[src/tcr_map.svh]
// register offsets, field positions, reset values for the timer register block
// assumes a 6-bit I/O address space with byte-wide registers
`ifndef TCR_MAP_SVH
`define TCR_MAP_SVH
`define TCR_CAPTURE_LOW   6'h22
`define TCR_CAPTURE_HIGH  6'h23
`define TCR_CMP_B_LOW     6'h24
`define TCR_CMP_B_HIGH    6'h25
`define TCR_CMP_A_LOW     6'h26
`define TCR_CMP_A_HIGH    6'h27
`define TCR_COUNT_LOW     6'h28
`define TCR_COUNT_HIGH    6'h29
`define TCR_FLAGS         6'h2A
`define TCR_MASK          6'h2B
`define TCR_FORCE         6'h2C
`define TCR_FORCE_A_BIT   7
`define TCR_FORCE_B_BIT   6
`define TCR_CAPTURE_BIT   5
`define TCR_CMP_B_BIT     2
`define TCR_CMP_A_BIT     1
`define TCR_OVF_BIT       0
`define TCR_EVENT_MASK    8'h27
`define TCR_RESET_BYTE    8'h00
`define TCR_RESET_WORD    16'h0000
`endif

[src/tcr_pkg.sv]
// types shared by the timer register block
// assumes nothing beyond a SystemVerilog compiler
package tcr_pkg;
  typedef logic [7:0]  tcr_byte_t;
  typedef logic [15:0] tcr_word_t;
  typedef logic [3:0]  tcr_mode_t;
  typedef logic [1:0]  tcr_action_t;
endpackage

[src/tcr_regs.sv]
// register side of a 16-bit timer/counter: counter, compares, capture,
// shared high-byte latch, force strobes, mask and event flags
// assumes timer_tick_i is a one-cycle enable at the selected timer rate
// and that waveform decoding, prescaler and capture edge logic sit outside
// How it works
// RULE1 - force strobes honoured only in non-PWM waveform modes
// RULE2 - force strobe gives an immediate compare match event for its channel
// RULE3 - forced match carries the output action field present at the strobe
// RULE4 - forced match sets no flag and never clears the counter
// RULE5 - force bits always read back as zero
// RULE6 - each 16-bit value is a high byte 15:8 and low byte 7:0
// RULE7 - counter bytes give direct read and write of the live counter
// RULE8 - one 8-bit high-byte latch serves every 16-bit register
// RULE9 - high byte written first into latch; low write commits; low read loads latch
// RULE10 - a counter write suppresses all compare matches on the next timer tick
// RULE11 - software should not change a running counter or matches may be missed
// RULE12 - compare values are checked against the counter on every tick
// RULE13 - a capture event copies the counter into the capture register
// RULE14 - capture register can serve as counter top in modes that select it
// RULE15 - capture request is enable bit 5 and global enable and capture flag
// RULE16 - compare B request is enable bit 2 and global enable and its flag
// RULE17 - compare A request is enable bit 1 and global enable and its flag
// RULE18 - overflow request is enable bit 0 and global enable and its flag
// RULE19 - compare flag set at the tick where counter equals compare value
// RULE20 - flags clear on vector acknowledge or by writing one to them
// RULE21 - with capture as top, capture flag sets when counter reaches top
// RULE22 - with capture as top, capture events are ignored
`include "tcr_map.svh"
`timescale 1ns/1ns
`default_nettype none

module tcr_regs
  import tcr_pkg::*;
#(
  parameter int CNT_W = 16
) (
  input  wire logic        clk_i,                // io clock, 100 MHz
  input  wire logic        reset_n_i,            // async reset, active low
  input  wire logic [5:0]  io_addr_i,            // io register address
  input  wire logic        io_wr_i,              // write strobe
  input  wire logic        io_rd_i,              // read strobe
  input  wire logic [7:0]  io_wdata_i,           // write data
  output logic      [7:0]  io_rdata_o,           // read data, one cycle later
  input  wire logic        timer_tick_i,         // selected timer clock enable
  input  wire logic [3:0]  waveform_mode_select_i, // mode from control regs
  input  wire logic [1:0]  compare_output_action_a_i, // channel a action
  input  wire logic [1:0]  compare_output_action_b_i, // channel b action
  input  wire logic        count_clear_i,        // waveform unit clears at top
  input  wire logic        count_down_i,         // waveform unit counts down
  input  wire logic        overflow_event_i,     // overflow condition pulse
  input  wire logic        capture_event_i,      // edge from capture front end
  input  wire logic        global_irq_enable_i,  // cpu global interrupt flag
  input  wire logic [3:0]  irq_ack_i,            // vector taken: cap,b,a,ovf
  output logic      [15:0] counter_value_o,      // live counter
  output logic      [15:0] compare_a_value_o,    // compare a value
  output logic      [15:0] compare_b_value_o,    // compare b value
  output logic      [15:0] capture_value_o,      // capture / top value
  output logic             match_a_o,            // compare match a event
  output logic             match_b_o,            // compare match b event
  output logic             forced_a_o,           // match a came from strobe
  output logic             forced_b_o,           // match b came from strobe
  output logic      [1:0]  forced_action_a_o,    // action held with strobe a
  output logic      [1:0]  forced_action_b_o,    // action held with strobe b
  output logic             capture_top_o,        // capture value serves as top
  output logic             irq_capture_o,        // capture interrupt request
  output logic             irq_compare_b_o,      // compare b interrupt request
  output logic             irq_compare_a_o,      // compare a interrupt request
  output logic             irq_overflow_o        // overflow interrupt request
);

  // elaboration check: byte pairing through one latch fits a 16-bit counter only
  if (CNT_W != 16) begin : g_width_check
    $error("tcr_regs serves only a 16-bit counter");
  end

  // reset release through two flops
  logic rst_meta_reg;
  logic rst_n;
  always_ff @(posedge clk_i or negedge reset_n_i) begin
    if (!reset_n_i) begin
      rst_meta_reg <= 1'b0;
      rst_n        <= 1'b0;
    end else begin
      rst_meta_reg <= 1'b1;
      rst_n        <= rst_meta_reg;
    end
  end

  // non-pwm modes are normal and the two clear-on-match modes
  function automatic logic is_non_pwm(input tcr_mode_t m);
    return (m == 4'h0) || (m == 4'h4) || (m == 4'hC);
  endfunction

  // capture register as top in modes 8, 10, 12 and 14
  function automatic logic is_capture_top(input tcr_mode_t m);
    return (m == 4'h8) || (m == 4'hA) || (m == 4'hC) || (m == 4'hE);
  endfunction

  tcr_word_t counter_value_reg;
  tcr_word_t compare_a_value_reg;
  tcr_word_t compare_b_value_reg;
  tcr_word_t capture_value_reg;
  tcr_byte_t high_latch_reg;
  tcr_byte_t timer_irq_mask_reg;
  tcr_byte_t timer_event_flags_reg;
  logic      match_block_reg;
  logic      force_a_reg;
  logic      force_b_reg;
  tcr_byte_t rdata_reg;

  logic      wr_cnt_low;
  logic      wr_force;
  logic      cap_top;
  logic      eq_a;
  logic      eq_b;
  logic      hit_a;
  logic      hit_b;
  logic      cap_hit;
  logic      top_hit;
  tcr_byte_t set_bits;
  tcr_byte_t clr_bits;

  assign wr_cnt_low = io_wr_i && (io_addr_i == `TCR_COUNT_LOW);
  assign wr_force   = io_wr_i && (io_addr_i == `TCR_FORCE);
  assign cap_top    = is_capture_top(waveform_mode_select_i); // RULE14

  // shared high-byte latch: high writes land here, low reads refill it
  always_ff @(posedge clk_i or negedge rst_n) begin
    if (!rst_n) begin
      high_latch_reg <= `TCR_RESET_BYTE;
    end else if (io_wr_i && (io_addr_i == `TCR_CAPTURE_HIGH ||
                             io_addr_i == `TCR_CMP_B_HIGH ||
                             io_addr_i == `TCR_CMP_A_HIGH ||
                             io_addr_i == `TCR_COUNT_HIGH)) begin
      high_latch_reg <= io_wdata_i; // RULE8
    end else if (io_rd_i) begin
      if (io_addr_i == `TCR_CAPTURE_LOW) begin
        high_latch_reg <= capture_value_reg[15:8]; // RULE9
      end else if (io_addr_i == `TCR_CMP_B_LOW) begin
        high_latch_reg <= compare_b_value_reg[15:8];
      end else if (io_addr_i == `TCR_CMP_A_LOW) begin
        high_latch_reg <= compare_a_value_reg[15:8];
      end else if (io_addr_i == `TCR_COUNT_LOW) begin
        high_latch_reg <= counter_value_reg[15:8];
      end
    end
  end

  // compare values commit whole on the low-byte write
  always_ff @(posedge clk_i or negedge rst_n) begin
    if (!rst_n) begin
      compare_a_value_reg <= `TCR_RESET_WORD;
      compare_b_value_reg <= `TCR_RESET_WORD;
    end else if (io_wr_i) begin
      if (io_addr_i == `TCR_CMP_A_LOW) begin
        compare_a_value_reg <= {high_latch_reg, io_wdata_i}; // RULE6
      end else if (io_addr_i == `TCR_CMP_B_LOW) begin
        compare_b_value_reg <= {high_latch_reg, io_wdata_i}; // RULE9
      end
    end
  end

  // capture: pin events are ignored while the value serves as top
  assign cap_hit = capture_event_i && !cap_top; // RULE22
  always_ff @(posedge clk_i or negedge rst_n) begin
    if (!rst_n) begin
      capture_value_reg <= `TCR_RESET_WORD;
    end else if (io_wr_i && io_addr_i == `TCR_CAPTURE_LOW) begin
      capture_value_reg <= {high_latch_reg, io_wdata_i};
    end else if (cap_hit) begin
      capture_value_reg <= counter_value_reg; // RULE13
    end
  end

  // live counter; a cpu write wins over the tick in the same cycle
  always_ff @(posedge clk_i or negedge rst_n) begin
    if (!rst_n) begin
      counter_value_reg <= `TCR_RESET_WORD;
    end else if (wr_cnt_low) begin
      counter_value_reg <= {high_latch_reg, io_wdata_i}; // RULE7
    end else if (timer_tick_i) begin
      if (count_clear_i) begin
        counter_value_reg <= `TCR_RESET_WORD;
      end else if (count_down_i) begin
        counter_value_reg <= counter_value_reg - 16'h0001;
      end else begin
        counter_value_reg <= counter_value_reg + 16'h0001;
      end
    end
  end

  // after a counter write the next tick sees no compare match, since the
  // fresh value would otherwise fire on stale equality
  always_ff @(posedge clk_i or negedge rst_n) begin
    if (!rst_n) begin
      match_block_reg <= 1'b0;
    end else if (wr_cnt_low) begin
      match_block_reg <= 1'b1; // RULE10
    end else if (timer_tick_i) begin
      match_block_reg <= 1'b0;
    end
  end

  // continuous equality, qualified by the tick and the write block
  assign eq_a    = (counter_value_reg == compare_a_value_reg); // RULE12
  assign eq_b    = (counter_value_reg == compare_b_value_reg);
  assign hit_a   = timer_tick_i && eq_a && !match_block_reg && !wr_cnt_low;
  assign hit_b   = timer_tick_i && eq_b && !match_block_reg && !wr_cnt_low;
  assign top_hit = timer_tick_i && cap_top &&
                   (counter_value_reg == capture_value_reg); // RULE21

  // force strobes: one-cycle pulses, never stored for readback
  always_ff @(posedge clk_i or negedge rst_n) begin
    if (!rst_n) begin
      force_a_reg       <= 1'b0;
      force_b_reg       <= 1'b0;
      forced_action_a_o <= 2'h0;
      forced_action_b_o <= 2'h0;
    end else begin
      force_a_reg <= wr_force && io_wdata_i[`TCR_FORCE_A_BIT] &&
                     is_non_pwm(waveform_mode_select_i); // RULE1
      force_b_reg <= wr_force && io_wdata_i[`TCR_FORCE_B_BIT] &&
                     is_non_pwm(waveform_mode_select_i);
      if (wr_force) begin
        forced_action_a_o <= compare_output_action_a_i; // RULE3
        forced_action_b_o <= compare_output_action_b_i;
      end
    end
  end

  // match events to the waveform unit; forced ones bypass the equality
  // and, unless a tick match coincides, are flagged so the waveform unit does not clear the counter
  always_ff @(posedge clk_i or negedge rst_n) begin
    if (!rst_n) begin
      match_a_o  <= 1'b0;
      match_b_o  <= 1'b0;
      forced_a_o <= 1'b0;
      forced_b_o <= 1'b0;
    end else begin
      match_a_o  <= hit_a || force_a_reg; // RULE2
      match_b_o  <= hit_b || force_b_reg;
      forced_a_o <= force_a_reg && !hit_a; // RULE4
      forced_b_o <= force_b_reg && !hit_b;
    end
  end

  // flag set and clear terms; hardware set beats a clear in one cycle
  always_comb begin
    set_bits = `TCR_RESET_BYTE;
    set_bits[`TCR_CAPTURE_BIT] = cap_hit || top_hit;
    set_bits[`TCR_CMP_B_BIT]   = hit_b; // RULE19
    set_bits[`TCR_CMP_A_BIT]   = hit_a; // RULE4
    set_bits[`TCR_OVF_BIT]     = overflow_event_i;
    clr_bits = `TCR_RESET_BYTE;
    if (io_wr_i && io_addr_i == `TCR_FLAGS) begin
      clr_bits = io_wdata_i & `TCR_EVENT_MASK; // RULE20
    end
    clr_bits[`TCR_CAPTURE_BIT] = clr_bits[`TCR_CAPTURE_BIT] | irq_ack_i[3];
    clr_bits[`TCR_CMP_B_BIT]   = clr_bits[`TCR_CMP_B_BIT] | irq_ack_i[2];
    clr_bits[`TCR_CMP_A_BIT]   = clr_bits[`TCR_CMP_A_BIT] | irq_ack_i[1];
    clr_bits[`TCR_OVF_BIT]     = clr_bits[`TCR_OVF_BIT] | irq_ack_i[0];
  end

  always_ff @(posedge clk_i or negedge rst_n) begin
    if (!rst_n) begin
      timer_event_flags_reg <= `TCR_RESET_BYTE;
    end else begin
      timer_event_flags_reg <= ((timer_event_flags_reg & ~clr_bits) | set_bits)
                               & `TCR_EVENT_MASK;
    end
  end

  // interrupt mask, only the four enable bits are kept
  always_ff @(posedge clk_i or negedge rst_n) begin
    if (!rst_n) begin
      timer_irq_mask_reg <= `TCR_RESET_BYTE;
    end else if (io_wr_i && io_addr_i == `TCR_MASK) begin
      timer_irq_mask_reg <= io_wdata_i & `TCR_EVENT_MASK;
    end
  end

  // read port; high-byte addresses return the shared latch
  always_ff @(posedge clk_i or negedge rst_n) begin
    if (!rst_n) begin
      rdata_reg <= `TCR_RESET_BYTE;
    end else if (io_rd_i) begin
      if (io_addr_i == `TCR_CAPTURE_LOW) begin
        rdata_reg <= capture_value_reg[7:0];
      end else if (io_addr_i == `TCR_CMP_B_LOW) begin
        rdata_reg <= compare_b_value_reg[7:0];
      end else if (io_addr_i == `TCR_CMP_A_LOW) begin
        rdata_reg <= compare_a_value_reg[7:0];
      end else if (io_addr_i == `TCR_COUNT_LOW) begin
        rdata_reg <= counter_value_reg[7:0];
      end else if (io_addr_i == `TCR_CAPTURE_HIGH || io_addr_i == `TCR_CMP_B_HIGH ||
                   io_addr_i == `TCR_CMP_A_HIGH || io_addr_i == `TCR_COUNT_HIGH) begin
        rdata_reg <= high_latch_reg;
      end else if (io_addr_i == `TCR_FLAGS) begin
        rdata_reg <= timer_event_flags_reg;
      end else if (io_addr_i == `TCR_MASK) begin
        rdata_reg <= timer_irq_mask_reg;
      end else begin
        rdata_reg <= `TCR_RESET_BYTE; // RULE5
      end
    end
  end

  assign io_rdata_o        = rdata_reg;
  assign counter_value_o   = counter_value_reg;
  assign compare_a_value_o = compare_a_value_reg;
  assign compare_b_value_o = compare_b_value_reg;
  assign capture_value_o   = capture_value_reg;
  assign capture_top_o     = cap_top;

  // requests follow flag, enable and the global flag with no delay
  assign irq_capture_o   = global_irq_enable_i &&
    timer_irq_mask_reg[`TCR_CAPTURE_BIT] && timer_event_flags_reg[`TCR_CAPTURE_BIT]; // RULE15
  assign irq_compare_b_o = global_irq_enable_i &&
    timer_irq_mask_reg[`TCR_CMP_B_BIT] && timer_event_flags_reg[`TCR_CMP_B_BIT]; // RULE16
  assign irq_compare_a_o = global_irq_enable_i &&
    timer_irq_mask_reg[`TCR_CMP_A_BIT] && timer_event_flags_reg[`TCR_CMP_A_BIT]; // RULE17
  assign irq_overflow_o  = global_irq_enable_i &&
    timer_irq_mask_reg[`TCR_OVF_BIT] && timer_event_flags_reg[`TCR_OVF_BIT]; // RULE18

endmodule

`default_nettype wire

[config.mk]
export PLATFORM = sky130hd
export DESIGN_NAME = tcr_regs
export DESIGN_NICKNAME = d
export VERILOG_FILES = /design/src/tcr_pkg.sv /design/src/tcr_regs.sv
export VERILOG_INCLUDE_DIRS = /design/src /design/src/src
export SDC_FILE = /design/constraint.sdc
export NUM_CORES = 1
export LEC_CHECK = 0
export BUFFER_PORTS_ARGS = -buffer_cell sky130_fd_sc_hd__buf_4
export CAP_MARGIN = 10
export CORE_UTILIZATION = 55
export CTS_BUF_LIST = sky130_fd_sc_hd__clkbuf_4 sky130_fd_sc_hd__clkbuf_8
export CTS_CLUSTER_SIZE = 25
export DETAILED_ROUTE_END_ITERATION = 16
export MAX_ROUTING_LAYER = met4
export PLACE_DENSITY_LB_ADDON = 0.3
export SYNTH_ARGS = -nofsm -noshare
export SYNTH_HDL_FRONTEND = slang
export SYNTH_SLANG_ARGS = --single-unit
[constraint.sdc]
create_clock -name clk_i -period 5.69 [get_ports clk_i]
set_input_delay 0.2845 -clock clk_i [delete_from_list [all_inputs] [get_ports clk_i]]
set_output_delay 0.2845 -clock clk_i [all_outputs]
set_load 0.005 [all_outputs]
======== Word-level counts from Yosys, hierarchy flattened ========
Cells that the tools add are included.
storage, ports and cells
  word-level logic and storage cells ...... 123
  register bits after elaboration ......... 101
  input port bits ......................... 36
  output and inout bits ................... 85
cells by class
  mux-type cells .......................... 22
  bitwise gates (word level) .............. 8
  equal/unequal tests ..................... 19
  reductions and logical operators ........ 53
  add/sub/neg operators ................... 2
operators with widths
  operator               count
  $mux 16                6
  $mux 8                 11
  $eq 6x6->1 const B     11
  $eq 16x16->1           3
  $logic_and 1x1->1      29
  $mux 6                 3
  $add 16x1->16 const B  1
  $eq 4x4->1 const B     4
  $sub 16x1->16 const B  1
  $logic_or 1x1->1       11
  $and 6x6->6            1
  $not 6->6              1
  $or 6x6->6             1
  $reduce_bool 2->1      3
  $logic_not 1->1        5
  $reduce_bool 5->1      1
  $eq 4x3->1 const B     1
  $logic_not 4->1        1
  $or 1x1->1             4
  $reduce_and 2->1       2
  $reduce_and 3->1       1
  $mux 1                 2
  $not 1->1              1

======== Depth between registers and ports, before layout ========
  word-level depth ........................ 9
  mapped depth ............................ 9
  gate-level depth less buffers ........... 8

======== Least setup slack after synthesis ========
No wires, ideal clock.
  path kind ............................... reg-to-reg
  start point ............................. register counter_value_reg[1], in the netlist counter_value_o[1]
  end point ............................... register counter_value_reg[12], in the netlist counter_value_o[12]
  clock period less this slack ............ 2,123 ps
  data required time ...................... 5,595 ps
  library setup time ...................... 95 ps
  data arrival time ....................... 2,028 ps
  setup slack ............................. 3,567 ps
  cell stages (with the launch flop) ...... 10
  path through ............................ dfrtp_1 clkbuf_1 inv_1 fa_1 nor2b_1 o31a_1 o21ai_0 a211oi_1 nor3_1 o31ai_1
between the ends
  word-level cells in the longest chain between the ends .. 5
  elaborated cells between the ends (all ways) .. 6
  classes of those cells .................. add/sub (2); mux (4)
ends and longest elaborated chain
  item                                                   RTL line                          source
  start, declared                                        tcr_regs.sv:99                    tcr_word_t counter_value_reg;
  start signal, assigned                                 tcr_regs.sv:178                   counter_value_reg <= `TCR_RESET_WORD;
  start signal, assigned                                 tcr_regs.sv:180                   counter_value_reg <= {high_latch_reg, io_wdata_i};
  start signal, assigned                                 tcr_regs.sv:183                   counter_value_reg <= `TCR_RESET_WORD;
  $add 16x1->16 / $sub 16x1->16 (equally long branches)  tcr_regs.sv:187, tcr_regs.sv:185
  $mux 16 (*)                                            tcr_regs.sv:184                   end else if (count_down_i) begin
  $mux 16 (*)                                            tcr_regs.sv:182                   if (count_clear_i) begin
  $mux 16 (*)                                            tcr_regs.sv:181                   end else if (timer_tick_i) begin
  $mux 16 (*)                                            tcr_regs.sv:179                   end else if (wr_cnt_low) begin
Every way passes the cells marked *; elsewhere a longest branch is shown, timed or not. The select of a mux whose other input is x is not followed.
A chain may end at the register's enable or synchronous reset.

======== Final worst setup path ========
  start point ............................. register counter_value_reg[0], in the netlist counter_value_o[0]
  end point ............................... register counter_value_reg[12], in the netlist counter_value_o[12]
The elaborated chain is that of the path after synthesis.

==> impl_metrics.ini <==
[synth]
ys_seq_area_share_pct = 42.0
synthCells = 624
synth_seq_cells = 101
yosysTopAreaCell = dfrtp_1
synthAdderAreaFrac_pct = 3.24
syn_nets = 675
synth-xor-area-share_pct = 8.00
ys_warn_count = 0
ys_async_sr_fraction_pct = 100
synth-edff-count = 0
synth-simple-area-share_pct = 16.8
synth_area_per_cell_um2 = 9.65
synth_top_cell_area_share_pct = 42.0
synth-compound-area-share_pct = 15.4
synthTopCellsByCount = 101 x dfrtp_1, 49 x nand2_1, 48 x nor2_1
synthFlopType = dfrtp_1
synth.most_common_cell = dfrtp_1
post_synth_mux_area_share_pct = 10.3
syn_area_um2 = 6020
ys_types = 59
synth.area.top_cells = dfrtp_1 42%, mux2_2 7.5%, xnor2_1 4.9%, a21oi_1 3.8%, nand2_1 3.1%
synth_top_family_by_area = simple AND/OR/NAND/NOR gates

[drt]
first_pass_iters = 6
viasPerCell = 6.39
post-route-drc-count = 0
vias = 5448
routedWlPerCell_um = 22.1
routed_wl_mm = 18.9
ant_nets = 0
first_iter_violations = 506

[setup_path]
end_kind = flip-flop
startpoint = counter_value_o[0]
reg2reg_from = counter_value_o[0]
crit_path_end = counter_value_o[12]
crit-reg2reg-capture = counter_value_o[12]
start_kind = flip-flop
crit_type = flip-flop to flip-flop
required_ns = 5.95
reg2reg_depth = 8
crit_path_max_fanout = 9
crit_arrival_ns = 3.02
regToRegSetupSlack_ns = 2.93

[place]
placed_cells = 836
place.port_buffers = 120
place_area_um2 = 6910
post-dp-hpwl_mm = 14.0
gp_congestion = 0.933
place_ws_ns = 2.85

[clocking]
clk_latency_ns = 0.37
clk_pin_slew_ns = 0.11
cts_tree = built
post-cts-setup-buffers = 0
root_buffer = clkbuf_8
cts_max_level = 3
cts_buffers = 9
clock_path_buffers = 2
clock_sinks = 101

[finish]
nets = 763
final_cell_count_no_fill = 853
antenna_cells = 0
post-route-util_pct = 68.1
drive_gt1_share_pct = 26.9
area_delta_synth_final_pct = 18.3
stdcell_area_um2 = 7120

[floorplanning]
die_x_um = 107
rows = 37
ios = 121
die_h_um = 107
start_util_pct = 57.6
core_um2 = 10500
dieArea_um2 = 11400

[global_routing]
grt_max_degree = 65
overflow = 0
grt_pass1_wl_mm = 29.5
track_usage_pct = 35.4
antenna_found_initial = 0
grt_pass1_vias = 5212

[worst_hold_path]
hold_path_class = input pin to flip-flop

[timing]
finalMaxSlewViolations = 0
slew_headroom_pct = 25.6
setup_viol = 0
clock_skew_ns = 0.0107
fin_ws_ns = 2.93
fin_setup_tns_ns = 0
hold_viol_final = 0
finalWorstPathRequiredPeriod_ns = 2.76
period_share_pct = 48.4
whs_ns = 0.0952
fmax_mhz = 363
rsz0062_at_grt = false
tightest_slew_ns = 1.11

[pwr]
power.total_mw = 2.57
ir_drop_mv = 0.221
power-per-cell-area_nw_per_um2 = 360
p_leak_nw = 3.50

[status]
status = completed

[flow_run]
cap_violations = 0
critical path, stage by stage, from the launching register on:
cell and delay [ns]:
dfrtp_1 0.60, inv_1 0.18, fa_1 0.43, nor2b_1 0.20, o31a_1 0.19, o21ai_0 0.16, a211oi_1 0.47, nor3_1 0.10
o31ai_1 0.30
layer usage:
layer,share of wire (%),GRT usage (%)
met5,0,-
met4,2.0,10.2
met3,7.1,5.90
met2,47,53.6
met1,44,49.3
placed cells by master (no fill, tap or decap), drive strengths merged, types with 10 or more instances in the layout:
| cell | n |
|---|---|
| buf | 123 |
| dfrtp | 101 |
| nand2 | 50 |
| nor2 | 49 |
| a21oi | 46 |
| mux2 | 40 |
| xnor2 | 34 |
| and3 | 22 |
| o21ai | 22 |
| xor2 | 21 |
| nand3 | 20 |
| mux2i | 17 |
| a222oi | 15 |
| ha | 14 |
| inv | 14 |
| nand4 | 12 |
| a31oi | 10 |
where the power goes:
| part | switching, mW | internal, mW |
|---|---|---|
| logic | 0.448 | 0.495 |
| clock network | 0.270 | 0.211 |
| registers | 0.289 | 0.854 |
| total | 1.01 | 1.56 |
logic make-up (layout without fill, tap and decap cells):
logic type,after synthesis,count (layout)
and+or+nand+nor,198,198
AOI/OAI and AO/OA,139,139
DFF,101,101
buffers and inverters,58,151
muxes,57,57
xor gates and xnor gates,55,55
adders and majority gates,15,15
other,1,1
worst min-delay path by stage:
stage                               endpoint  cells after the start  slack [ns]        startpoint
detailed placement              rst_meta_reg                      1        0.07         reset_n_i
CTS                 timer_event_flags_reg[0]                      2        0.09  overflow_event_i
floorplan                       rst_meta_reg                      0       -0.01         reset_n_i
finish              timer_event_flags_reg[0]                      2         0.1  overflow_event_i
global route        timer_event_flags_reg[0]                      2        0.09  overflow_event_i
global placement                rst_meta_reg                      1        0.07         reset_n_i
cell type report:
class | instances | area [µm²]
clock buffer | 9 | 124
fill | 878 | 3340
clock inverter | 7 | 81.3
inverter | 11 | 41.3
sequential | 101 | 2530
multi-input combinational | 465 | 3240
tap | 136 | 170
timing repair buffer | 124 | 933
repair_timing:
| action | in CTS | in global routing |
|---|---|---|
| resized for setup | 0 | 0 |
| hold buffers | 1 | 0 |
| endpoints found under the hold margin | 2 | 0 |
(Power assumes the default switching activity.)
